--- config.mk ---
export PLATFORM = sky130hd
export DESIGN_NAME = anbh_host
export DESIGN_NICKNAME = d
export VERILOG_FILES = /design/src/shared/anbh_pkg.sv /design/src/verilog/anbh_host.sv /design/src/verilog/anbh_fifo.sv
export SDC_FILE = /design/constraint.sdc
export NUM_CORES = 1
export LEC_CHECK = 0
export ABC_AREA = 1
export BUFFER_PORTS_ARGS = -buffer_cell sky130_fd_sc_hd__buf_2
export CORE_UTILIZATION = 30
export CTS_BUF_LIST = sky130_fd_sc_hd__clkbuf_8
export CTS_CLUSTER_DIAMETER = 40
export DETAILED_ROUTE_END_ITERATION = 12
export PLACE_DENSITY_LB_ADDON = 0.12
export SETUP_SLACK_MARGIN = 0.5
export SYNTH_ARGS = -nofsm -noshare
export SYNTH_HDL_FRONTEND = slang
export SYNTH_SLANG_ARGS = --single-unit
--- constraint.sdc ---
create_clock -name clk -period 6.1 [get_ports clk]
set_clock_uncertainty 0.2 [all_clocks]
set_input_delay 1.83 -clock clk [delete_from_list [all_inputs] [get_ports clk]]
set_output_delay 1.83 -clock clk [all_outputs]
set_load 0.05 [all_outputs]
--- src/shared/anbh_pkg.sv ---
/*
 Package for the asynchronous NAND bus host: bus timing counts, command codes,
 request and response carriers.
 Assumes a 200 MHz clk and a NAND target on the far side of the pins.
*/
package anbh_pkg;
    localparam int ANBH_CLK_MHZ = 200;
    // Strobe low and high half-periods and the WP settling wait, in ns; least times round up
    localparam int ANBH_T_WP_NS = 15;
    localparam int ANBH_T_WH_NS = 15;
    localparam int ANBH_T_RP_NS = 20;
    localparam int ANBH_T_REH_NS = 15;
    localparam int ANBH_T_WW_NS = 100;
    localparam int ANBH_T_WP_CYC = (ANBH_T_WP_NS * ANBH_CLK_MHZ + 999) / 1000;
    localparam int ANBH_T_WH_CYC = (ANBH_T_WH_NS * ANBH_CLK_MHZ + 999) / 1000;
    localparam int ANBH_T_RP_CYC = (ANBH_T_RP_NS * ANBH_CLK_MHZ + 999) / 1000;
    localparam int ANBH_T_REH_CYC = (ANBH_T_REH_NS * ANBH_CLK_MHZ + 999) / 1000;
    localparam int ANBH_T_WW_CYC = (ANBH_T_WW_NS * ANBH_CLK_MHZ + 999) / 1000;
    localparam int ANBH_CNT_W = 8;
    localparam int ANBH_CE_W = 2;
    localparam logic [7:0] ANBH_CMD_STATUS = 8'h70;
    localparam logic [7:0] ANBH_CMD_STATUS_ENH = 8'h78;
    localparam logic [7:0] ANBH_CMD_READ_MODE = 8'h00;
    localparam logic [1:0] ANBH_KIND_CMD = 2'h0;
    localparam logic [1:0] ANBH_KIND_ADDR = 2'h1;
    localparam logic [1:0] ANBH_KIND_WDATA = 2'h2;
    localparam logic [1:0] ANBH_KIND_RDATA = 2'h3;

    typedef struct packed {
        logic [1:0] kind;
        logic [ANBH_CE_W-1:0] target;
        logic [7:0] data;
    } anbh_req_t;

    typedef struct packed {
        logic [ANBH_CE_W-1:0] target;
        logic [7:0] data;
    } anbh_rsp_t;
endpackage

--- src/verilog/anbh_host.sv ---
/*
 Host controller for an asynchronous NAND target: drives CE#, CLE, ALE, WE#,
 RE#, WP# and DQ, reads R/B#. Read bytes pass through an 8-word FIFO.
 Assumes pins arrive asynchronously and a pull-up on R/B# outside.
*/
module anbh_host
    import anbh_pkg::*;
#(
    parameter int NUM_CE = 2,
    parameter int FIFO_DEPTH = 8
) (
    input wire logic clk,
    input wire logic rst,
    input wire anbh_req_t req,
    input wire logic req_valid,
    output logic req_ready,
    output anbh_rsp_t rsp,
    output logic rsp_valid,
    input wire logic rsp_ready,
    input wire logic wp_enable,
    output logic busy_seen,
    output logic [NUM_CE-1:0] ce_n,
    output logic cle,
    output logic ale,
    output logic we_n,
    output logic re_n,
    output logic wp_n,
    output logic [7:0] dq_out,
    output logic dq_oe,
    input wire logic [7:0] dq_in,
    input wire logic rb_n
);
    initial begin
        if (NUM_CE < 1 || NUM_CE > (1 << ANBH_CE_W)) begin
            $error("NUM_CE out of range");
        end
    end

    typedef enum logic [2:0] {ST_IDLE, ST_SETUP, ST_LOW, ST_HIGH, ST_WPWAIT} anbh_state_t;

    function automatic logic [NUM_CE-1:0] ce_decode(input logic [ANBH_CE_W-1:0] t);
        logic [NUM_CE-1:0] v;
        v = '1;
        for (int i = 0; i < NUM_CE; i++) begin
            if (t == ANBH_CE_W'(i)) v[i] = 1'b0;
        end
        return v;
    endfunction

    anbh_state_t st_reg, st_next;
    anbh_req_t cur_reg, cur_next;
    logic [ANBH_CNT_W-1:0] cnt_reg, cnt_next;
    logic [NUM_CE-1:0] ce_n_reg, ce_n_next;
    logic cle_reg, cle_next, ale_reg, ale_next, we_reg, we_next, re_reg, re_next;
    logic oe_reg, oe_next, wp_reg, wp_next;
    logic [7:0] dqo_reg, dqo_next;
    logic [7:0] dq_s1, dq_s2;
    logic rb_s1, rb_s2, wpe_s1, wpe_s2;
    logic busy_reg;
    logic f_valid, f_ready;
    anbh_rsp_t f_data;

    anbh_fifo #(.WIDTH($bits(anbh_rsp_t)), .DEPTH(FIFO_DEPTH)) u_fifo (
        .clk(clk), .rst(rst), .in_data(f_data), .in_valid(f_valid), .in_ready(f_ready),
        .out_data(rsp), .out_valid(rsp_valid), .out_ready(rsp_ready)
    );

    // Two-flop synchronisers; the first stage feeds only the second
    always_ff @(posedge clk) begin
        dq_s1 <= dq_in;
        dq_s2 <= dq_s1;
        rb_s1 <= rb_n;
        rb_s2 <= rb_s1;
        wpe_s1 <= wp_enable;
        wpe_s2 <= wpe_s1;
        busy_reg <= rst ? 1'b0 : !rb_s2;
    end

    always_comb begin
        st_next = st_reg;
        cur_next = cur_reg;
        cnt_next = (cnt_reg != '0) ? cnt_reg - 1'b1 : cnt_reg;
        ce_n_next = ce_n_reg;
        cle_next = cle_reg;
        ale_next = ale_reg;
        we_next = we_reg;
        re_next = re_reg;
        oe_next = oe_reg;
        wp_next = wp_reg;
        dqo_next = dqo_reg;
        f_valid = 1'b0;
        f_data = '{target: cur_reg.target, data: dq_s2};
        req_ready = 1'b0;
        unique case (st_reg)
            ST_IDLE: begin
                // WP moves only between sequences with the target ready
                if (wpe_s2 != wp_reg && !busy_reg) begin
                    wp_next = wpe_s2;
                    cnt_next = ANBH_CNT_W'(ANBH_T_WW_CYC);
                    st_next = ST_WPWAIT;
                end else begin
                    req_ready = 1'b1;
                    if (req_valid) begin
                        cur_next = req;
                        // Only the addressed target is enabled
                        ce_n_next = ce_decode(req.target);
                        // CLE and ALE never both high
                        cle_next = req.kind == ANBH_KIND_CMD;
                        ale_next = req.kind == ANBH_KIND_ADDR;
                        oe_next = req.kind != ANBH_KIND_RDATA;
                        dqo_next = req.data;
                        cnt_next = ANBH_CNT_W'(ANBH_T_WH_CYC);
                        st_next = ST_SETUP;
                    end
                end
            end
            ST_SETUP: begin
                // Read waits for room so no byte is lost in the FIFO
                if (cnt_reg == '0 && (cur_reg.kind != ANBH_KIND_RDATA || f_ready)) begin
                    if (cur_reg.kind == ANBH_KIND_RDATA) begin
                        re_next = 1'b0;
                        cnt_next = ANBH_CNT_W'(ANBH_T_RP_CYC);
                    end else begin
                        we_next = 1'b0;
                        cnt_next = ANBH_CNT_W'(ANBH_T_WP_CYC);
                    end
                    st_next = ST_LOW;
                end
            end
            ST_LOW: begin
                // RE low time must outlast the two-flop DQ synchroniser delay
                if (cnt_reg == '0) begin
                    we_next = 1'b1;
                    re_next = 1'b1;
                    if (cur_reg.kind == ANBH_KIND_RDATA) begin
                        f_valid = 1'b1;
                    end
                    cnt_next = ANBH_CNT_W'(ANBH_T_REH_CYC);
                    st_next = ST_HIGH;
                end
            end
            ST_HIGH: begin
                if (cnt_reg == '0) begin
                    // Release shared pins between cycles
                    ce_n_next = '1;
                    cle_next = 1'b0;
                    ale_next = 1'b0;
                    oe_next = 1'b0;
                    st_next = ST_IDLE;
                end
            end
            ST_WPWAIT: begin
                if (cnt_reg == '0) st_next = ST_IDLE;
            end
        endcase
    end

    always_ff @(posedge clk) begin
        if (rst) begin
            st_reg <= ST_IDLE;
            cur_reg <= '0;
            cnt_reg <= '0;
            ce_n_reg <= '1;
            cle_reg <= 1'b0;
            ale_reg <= 1'b0;
            we_reg <= 1'b1;
            re_reg <= 1'b1;
            oe_reg <= 1'b0;
            wp_reg <= 1'b0;
            dqo_reg <= '0;
        end else begin
            st_reg <= st_next;
            cur_reg <= cur_next;
            cnt_reg <= cnt_next;
            ce_n_reg <= ce_n_next;
            cle_reg <= cle_next;
            ale_reg <= ale_next;
            we_reg <= we_next;
            re_reg <= re_next;
            oe_reg <= oe_next;
            wp_reg <= wp_next;
            dqo_reg <= dqo_next;
        end
    end

    assign ce_n = ce_n_reg;
    assign cle = cle_reg;
    assign ale = ale_reg;
    assign we_n = we_reg;
    assign re_n = re_reg;
    assign dq_oe = oe_reg;
    assign dq_out = dqo_reg;
    assign wp_n = wp_reg;
    assign busy_seen = busy_reg;

    AST_NO_CLE_ALE: assert property (@(posedge clk) disable iff (rst) !(cle && ale))
        else $error("CLE and ALE both high");
    AST_WE_RE: assert property (@(posedge clk) disable iff (rst) !(!we_n && !re_n))
        else $error("WE and RE low together");
    AST_WE_CE: assert property (@(posedge clk) disable iff (rst) !we_n |-> !(&ce_n))
        else $error("WE pulse without chip enable");
    AST_ONE_CE: assert property (@(posedge clk) disable iff (rst) $countones(~ce_n) <= 1)
        else $error("Two targets enabled");
    AST_RE_NOOE: assert property (@(posedge clk) disable iff (rst) !re_n |-> !dq_oe)
        else $error("Host drives DQ during read");
    AST_WE_OE: assert property (@(posedge clk) disable iff (rst) $rose(we_n) |-> dq_oe)
        else $error("DQ not driven at WE rise");
    AST_WP_WAIT: assert property (@(posedge clk) disable iff (rst)
        $changed(wp_n) |-> (&ce_n) [*8])
        else $error("Command too soon after WP change");
    AST_RELEASE: assert property (@(posedge clk) disable iff (rst)
        $rose(&ce_n) |-> !dq_oe && !cle && !ale)
        else $error("Pins not released with CE high");
    COV_CMD: cover property (@(posedge clk) cle && $rose(we_n));
    COV_ADDR: cover property (@(posedge clk) ale && $rose(we_n));
    COV_READ: cover property (@(posedge clk) $rose(re_n));
    COV_WP: cover property (@(posedge clk) $rose(wp_n));
endmodule

--- src/verilog/anbh_fifo.sv ---
/*
 Flip-flop FIFO with valid/ready on both sides.
 Assumes one clock and a synchronous active-high reset.
*/
module anbh_fifo #(
    parameter int WIDTH = 8,
    parameter int DEPTH = 8
) (
    input wire logic clk,
    input wire logic rst,
    input wire logic [WIDTH-1:0] in_data,
    input wire logic in_valid,
    output logic in_ready,
    output logic [WIDTH-1:0] out_data,
    output logic out_valid,
    input wire logic out_ready
);
    localparam int AW = (DEPTH > 1) ? $clog2(DEPTH) : 1;
    initial begin
        if (DEPTH < 2 || (DEPTH & (DEPTH - 1)) != 0) begin
            $error("DEPTH must be a power of two, at least 2");
        end
    end
    logic [WIDTH-1:0] mem_reg [DEPTH];
    logic [AW:0] wr_reg, wr_next, rd_reg, rd_next;
    logic push, pop;

    always_comb begin
        push = in_valid && in_ready;
        pop = out_valid && out_ready;
        wr_next = push ? wr_reg + 1'b1 : wr_reg;
        rd_next = pop ? rd_reg + 1'b1 : rd_reg;
        in_ready = (wr_reg - rd_reg) != (AW + 1)'(DEPTH);
        out_valid = wr_reg != rd_reg;
        out_data = mem_reg[rd_reg[AW-1:0]];
    end

    always_ff @(posedge clk) begin
        if (rst) begin
            wr_reg <= '0;
            rd_reg <= '0;
        end else begin
            wr_reg <= wr_next;
            rd_reg <= rd_next;
        end
        if (push) begin
            mem_reg[wr_reg[AW-1:0]] <= in_data;
        end
    end
endmodule

==> results.md <==
- Final worst-path cycle share: about four fifths
- Synth area leader: edfxtp_1
- FF+latch count, synth: approximately 140
- Hold Vio Cnt, Final: 0
- Area contributors post-synth: edfxtp_1, dfxtp_1, nor2_1
- Worst Setup Start Kind: register
- Final HPWL DP: 8270 um
- Grt total ovfl: 0
- Gr usage total: 14.0%
- Hold WC Path Type: reg2reg
- Most common cell after layout, fill and taps aside: nor2_1
- RSZ-0062 raised after global routing: false
- Die ar.: 19400 um^2
- Status: complete, no violations
- Top-Level Pins: 55
- Reg clk slew, reported paths: 0.07 ns
- # nets final: roughly 660
- Syn avg cell area: 10.1 um^2
- Postcts setup bufs: 0
- Post-layout util: 36.0%
- CP Capture Type: primary output
- Post-CTS resize count: 0
- Clock Root Buffer: clkbuf_8
- Overall Power: roughly 0.0027 W
- Synth unique cells: 33
- Maximum vdd drop: 0.164 mV
- R2r worst-path depth: 8
- Top cell type's share of synthesized area: between 40 and 50%
- Post-route setup TNS: 0 ns
- Post-route minimum period: around 4.8 ns
- Final WS setup: 1.33 ns
- Number of flip-flops in the largest register: 80
- CTS Buffer Depth: 2
- Vias in the first global route: 3930
- Final ANT Viol Nets: 0
- Post-synthesis sequential area ratio: 64.7%
- Max_slew headroom: 25.9%
- Initial antenna violation count: 0
- Cell depth of the worst min-delay path: 0
- Post-synthesis xor/xnor area fraction: 0.928%
- Clk_lat worst skew: 0.45 ns
- Max Cap Violations: 0
- CP required: slightly above 4 ns
- Post-CTS Hold Buffers: 0
- Synth warn: 0
- Adder-cell share of the synthesized area: between 1.5 and 2%
- CTS buffer count: 17
- Initial DRC count: 364
- H-tree depth: 4
- Main combinational cell family by area after synthesis: simple AND/OR/NAND/NOR gates
- Layout cells sized above 1: roughly 17%
- Pwr dens: approximately 400 nW/um^2
- First-pass GRT wire length: 20800 um
- Ant diodes: 0
- Worst Path Arrival: between 2 and 3 ns
- Core ar.: 18200 um^2
- Static leakage: 2.58 nW
- # rows: slightly below 50
- Syn-to-layout area delta: 16.0%
- Slew Viols, Final: 0
- Drt wl/cell: 14.7 um
- TritonCTS sink count: 143
- Remaining DRCs: 0
- Largest net degree at the start of global routing: 42
- Post-synthesis compound-gate area fraction: 9.92%
- Fmax achieved: 210 MHz
- Die height: 139 um
- Drt first pass iters: 5
- IO buf count: 54
- Setup Viol. Count Final: 0
- Most frequent cells in the layout: nor2_1, edfxtp_1, nand2_1, dfxtp_1, buf_2
- Drt total wl: 12700 um
- Mapped Area: 5660 um^2
- Simple-gate share of the synthesized area: 18.5%
- Gpl congestion: between 0.7 and 0.8
- Pre-CTS setup slack: 1.77 ns
- Mapped Cells: between 500 and 600
- Starting Density: 31.1%
- Die width: 139 um
- Crit Path Category: reg2out
- DR vias: 4048
- Multiplexer share of the synthesized area: 0%
- Worst-Margin Slew: 1.11 ns
- Post-synth net total: 596
- Peak fanout along the critical path: 41
- CTS tree: yes
- DR vias/cell: 4.68
[path summary, 6_finish.rpt]
kind	from	endpoint	slack, ns
setup / recovery	register	rsp[1]	1.33
hold / removal	dq_s1[6]$_DFF_P_	dq_s2[6]$_DFF_P_	0.13
setup reg to reg	cnt_reg[0]$_SDFF_PP0_	u_fifo.mem_reg[6][0]$_DFFE_PP_	3.08
hold reg to reg	dq_s1[6]$_DFF_P_	dq_s2[6]$_DFF_P_	0.13
[routing by layer]
metal  GRT usage (%)  vias up  part of all wire [%]
met2            21.4       91                    44
met5               0        -                     0
met1            18.8     1895                    50
li1                -     2045                     -
met4            5.85        0                   1.5
met3            3.79       17                   4.1
[cells in the mapped netlist, drive strengths merged]
cell,n
a21oi,27
a31oi,10
buf,3
clkbuf,17
clkinv,1
dfxtp,63
edfxtp,80
ha,7
inv,43
nand2,82
nand3,33
nand3b,1
nand4,7
nor2,108
nor3,6
nor4,1
o211ai,1
o21ai,55
o22ai,10
o31ai,2
xnor2,3
xor2,3
[where the power goes]
group / internal (W) / switching, W / leakage (nW)
clock network: 0.000361 / 0.000370 / 0.197
logic: 0.000239 / 0.000553 / 1.14
registers: 0.00109 / 0.0000614 / 1.24
[area by class of cell]
cell class                      instances  area, um^2
Clock buffer                           17         234
Tap cell                              229         287
Fill cell                            1815       11600
Inverter                               44         165
Sequential cell                       143        3660
Multi-Input combinational cell        356        1750
Clock inverter                         15         145
Timing Repair Buffer                   61         323
[kinds of logic after synthesis]
family | count (synthesis)
buf+inv | 64
compound gates | 105
simple gates | 238
flops | 143
fa+ha+maj | 7
xor+xnor | 6
[through the flow]
stage / hold WS, ns / instances / cell area [um^2]
3_5_place_dp: 0.112 / 833 / 6180
4_1_cts: 0.131 / 865 / 6560
6_report: 0.129 / 865 / 6560
5_1_grt: 0.136 / 865 / 6560
2_1_floorplan: 0.110 / 563 / 5660
3_3_place_gp: 0.112 / 833 / 6180
[worst max-delay path: stages, from the launching register on]
cell and delay (ns):
dfxtp_1 0.30, buf_4 0.25, inv_1 0.81, o21ai_0 0.20, o22ai_1 0.16, nor2_1 0.05
a31oi_1 0.22, buf_2 0.30
Power figures use the tool's default switching activity.
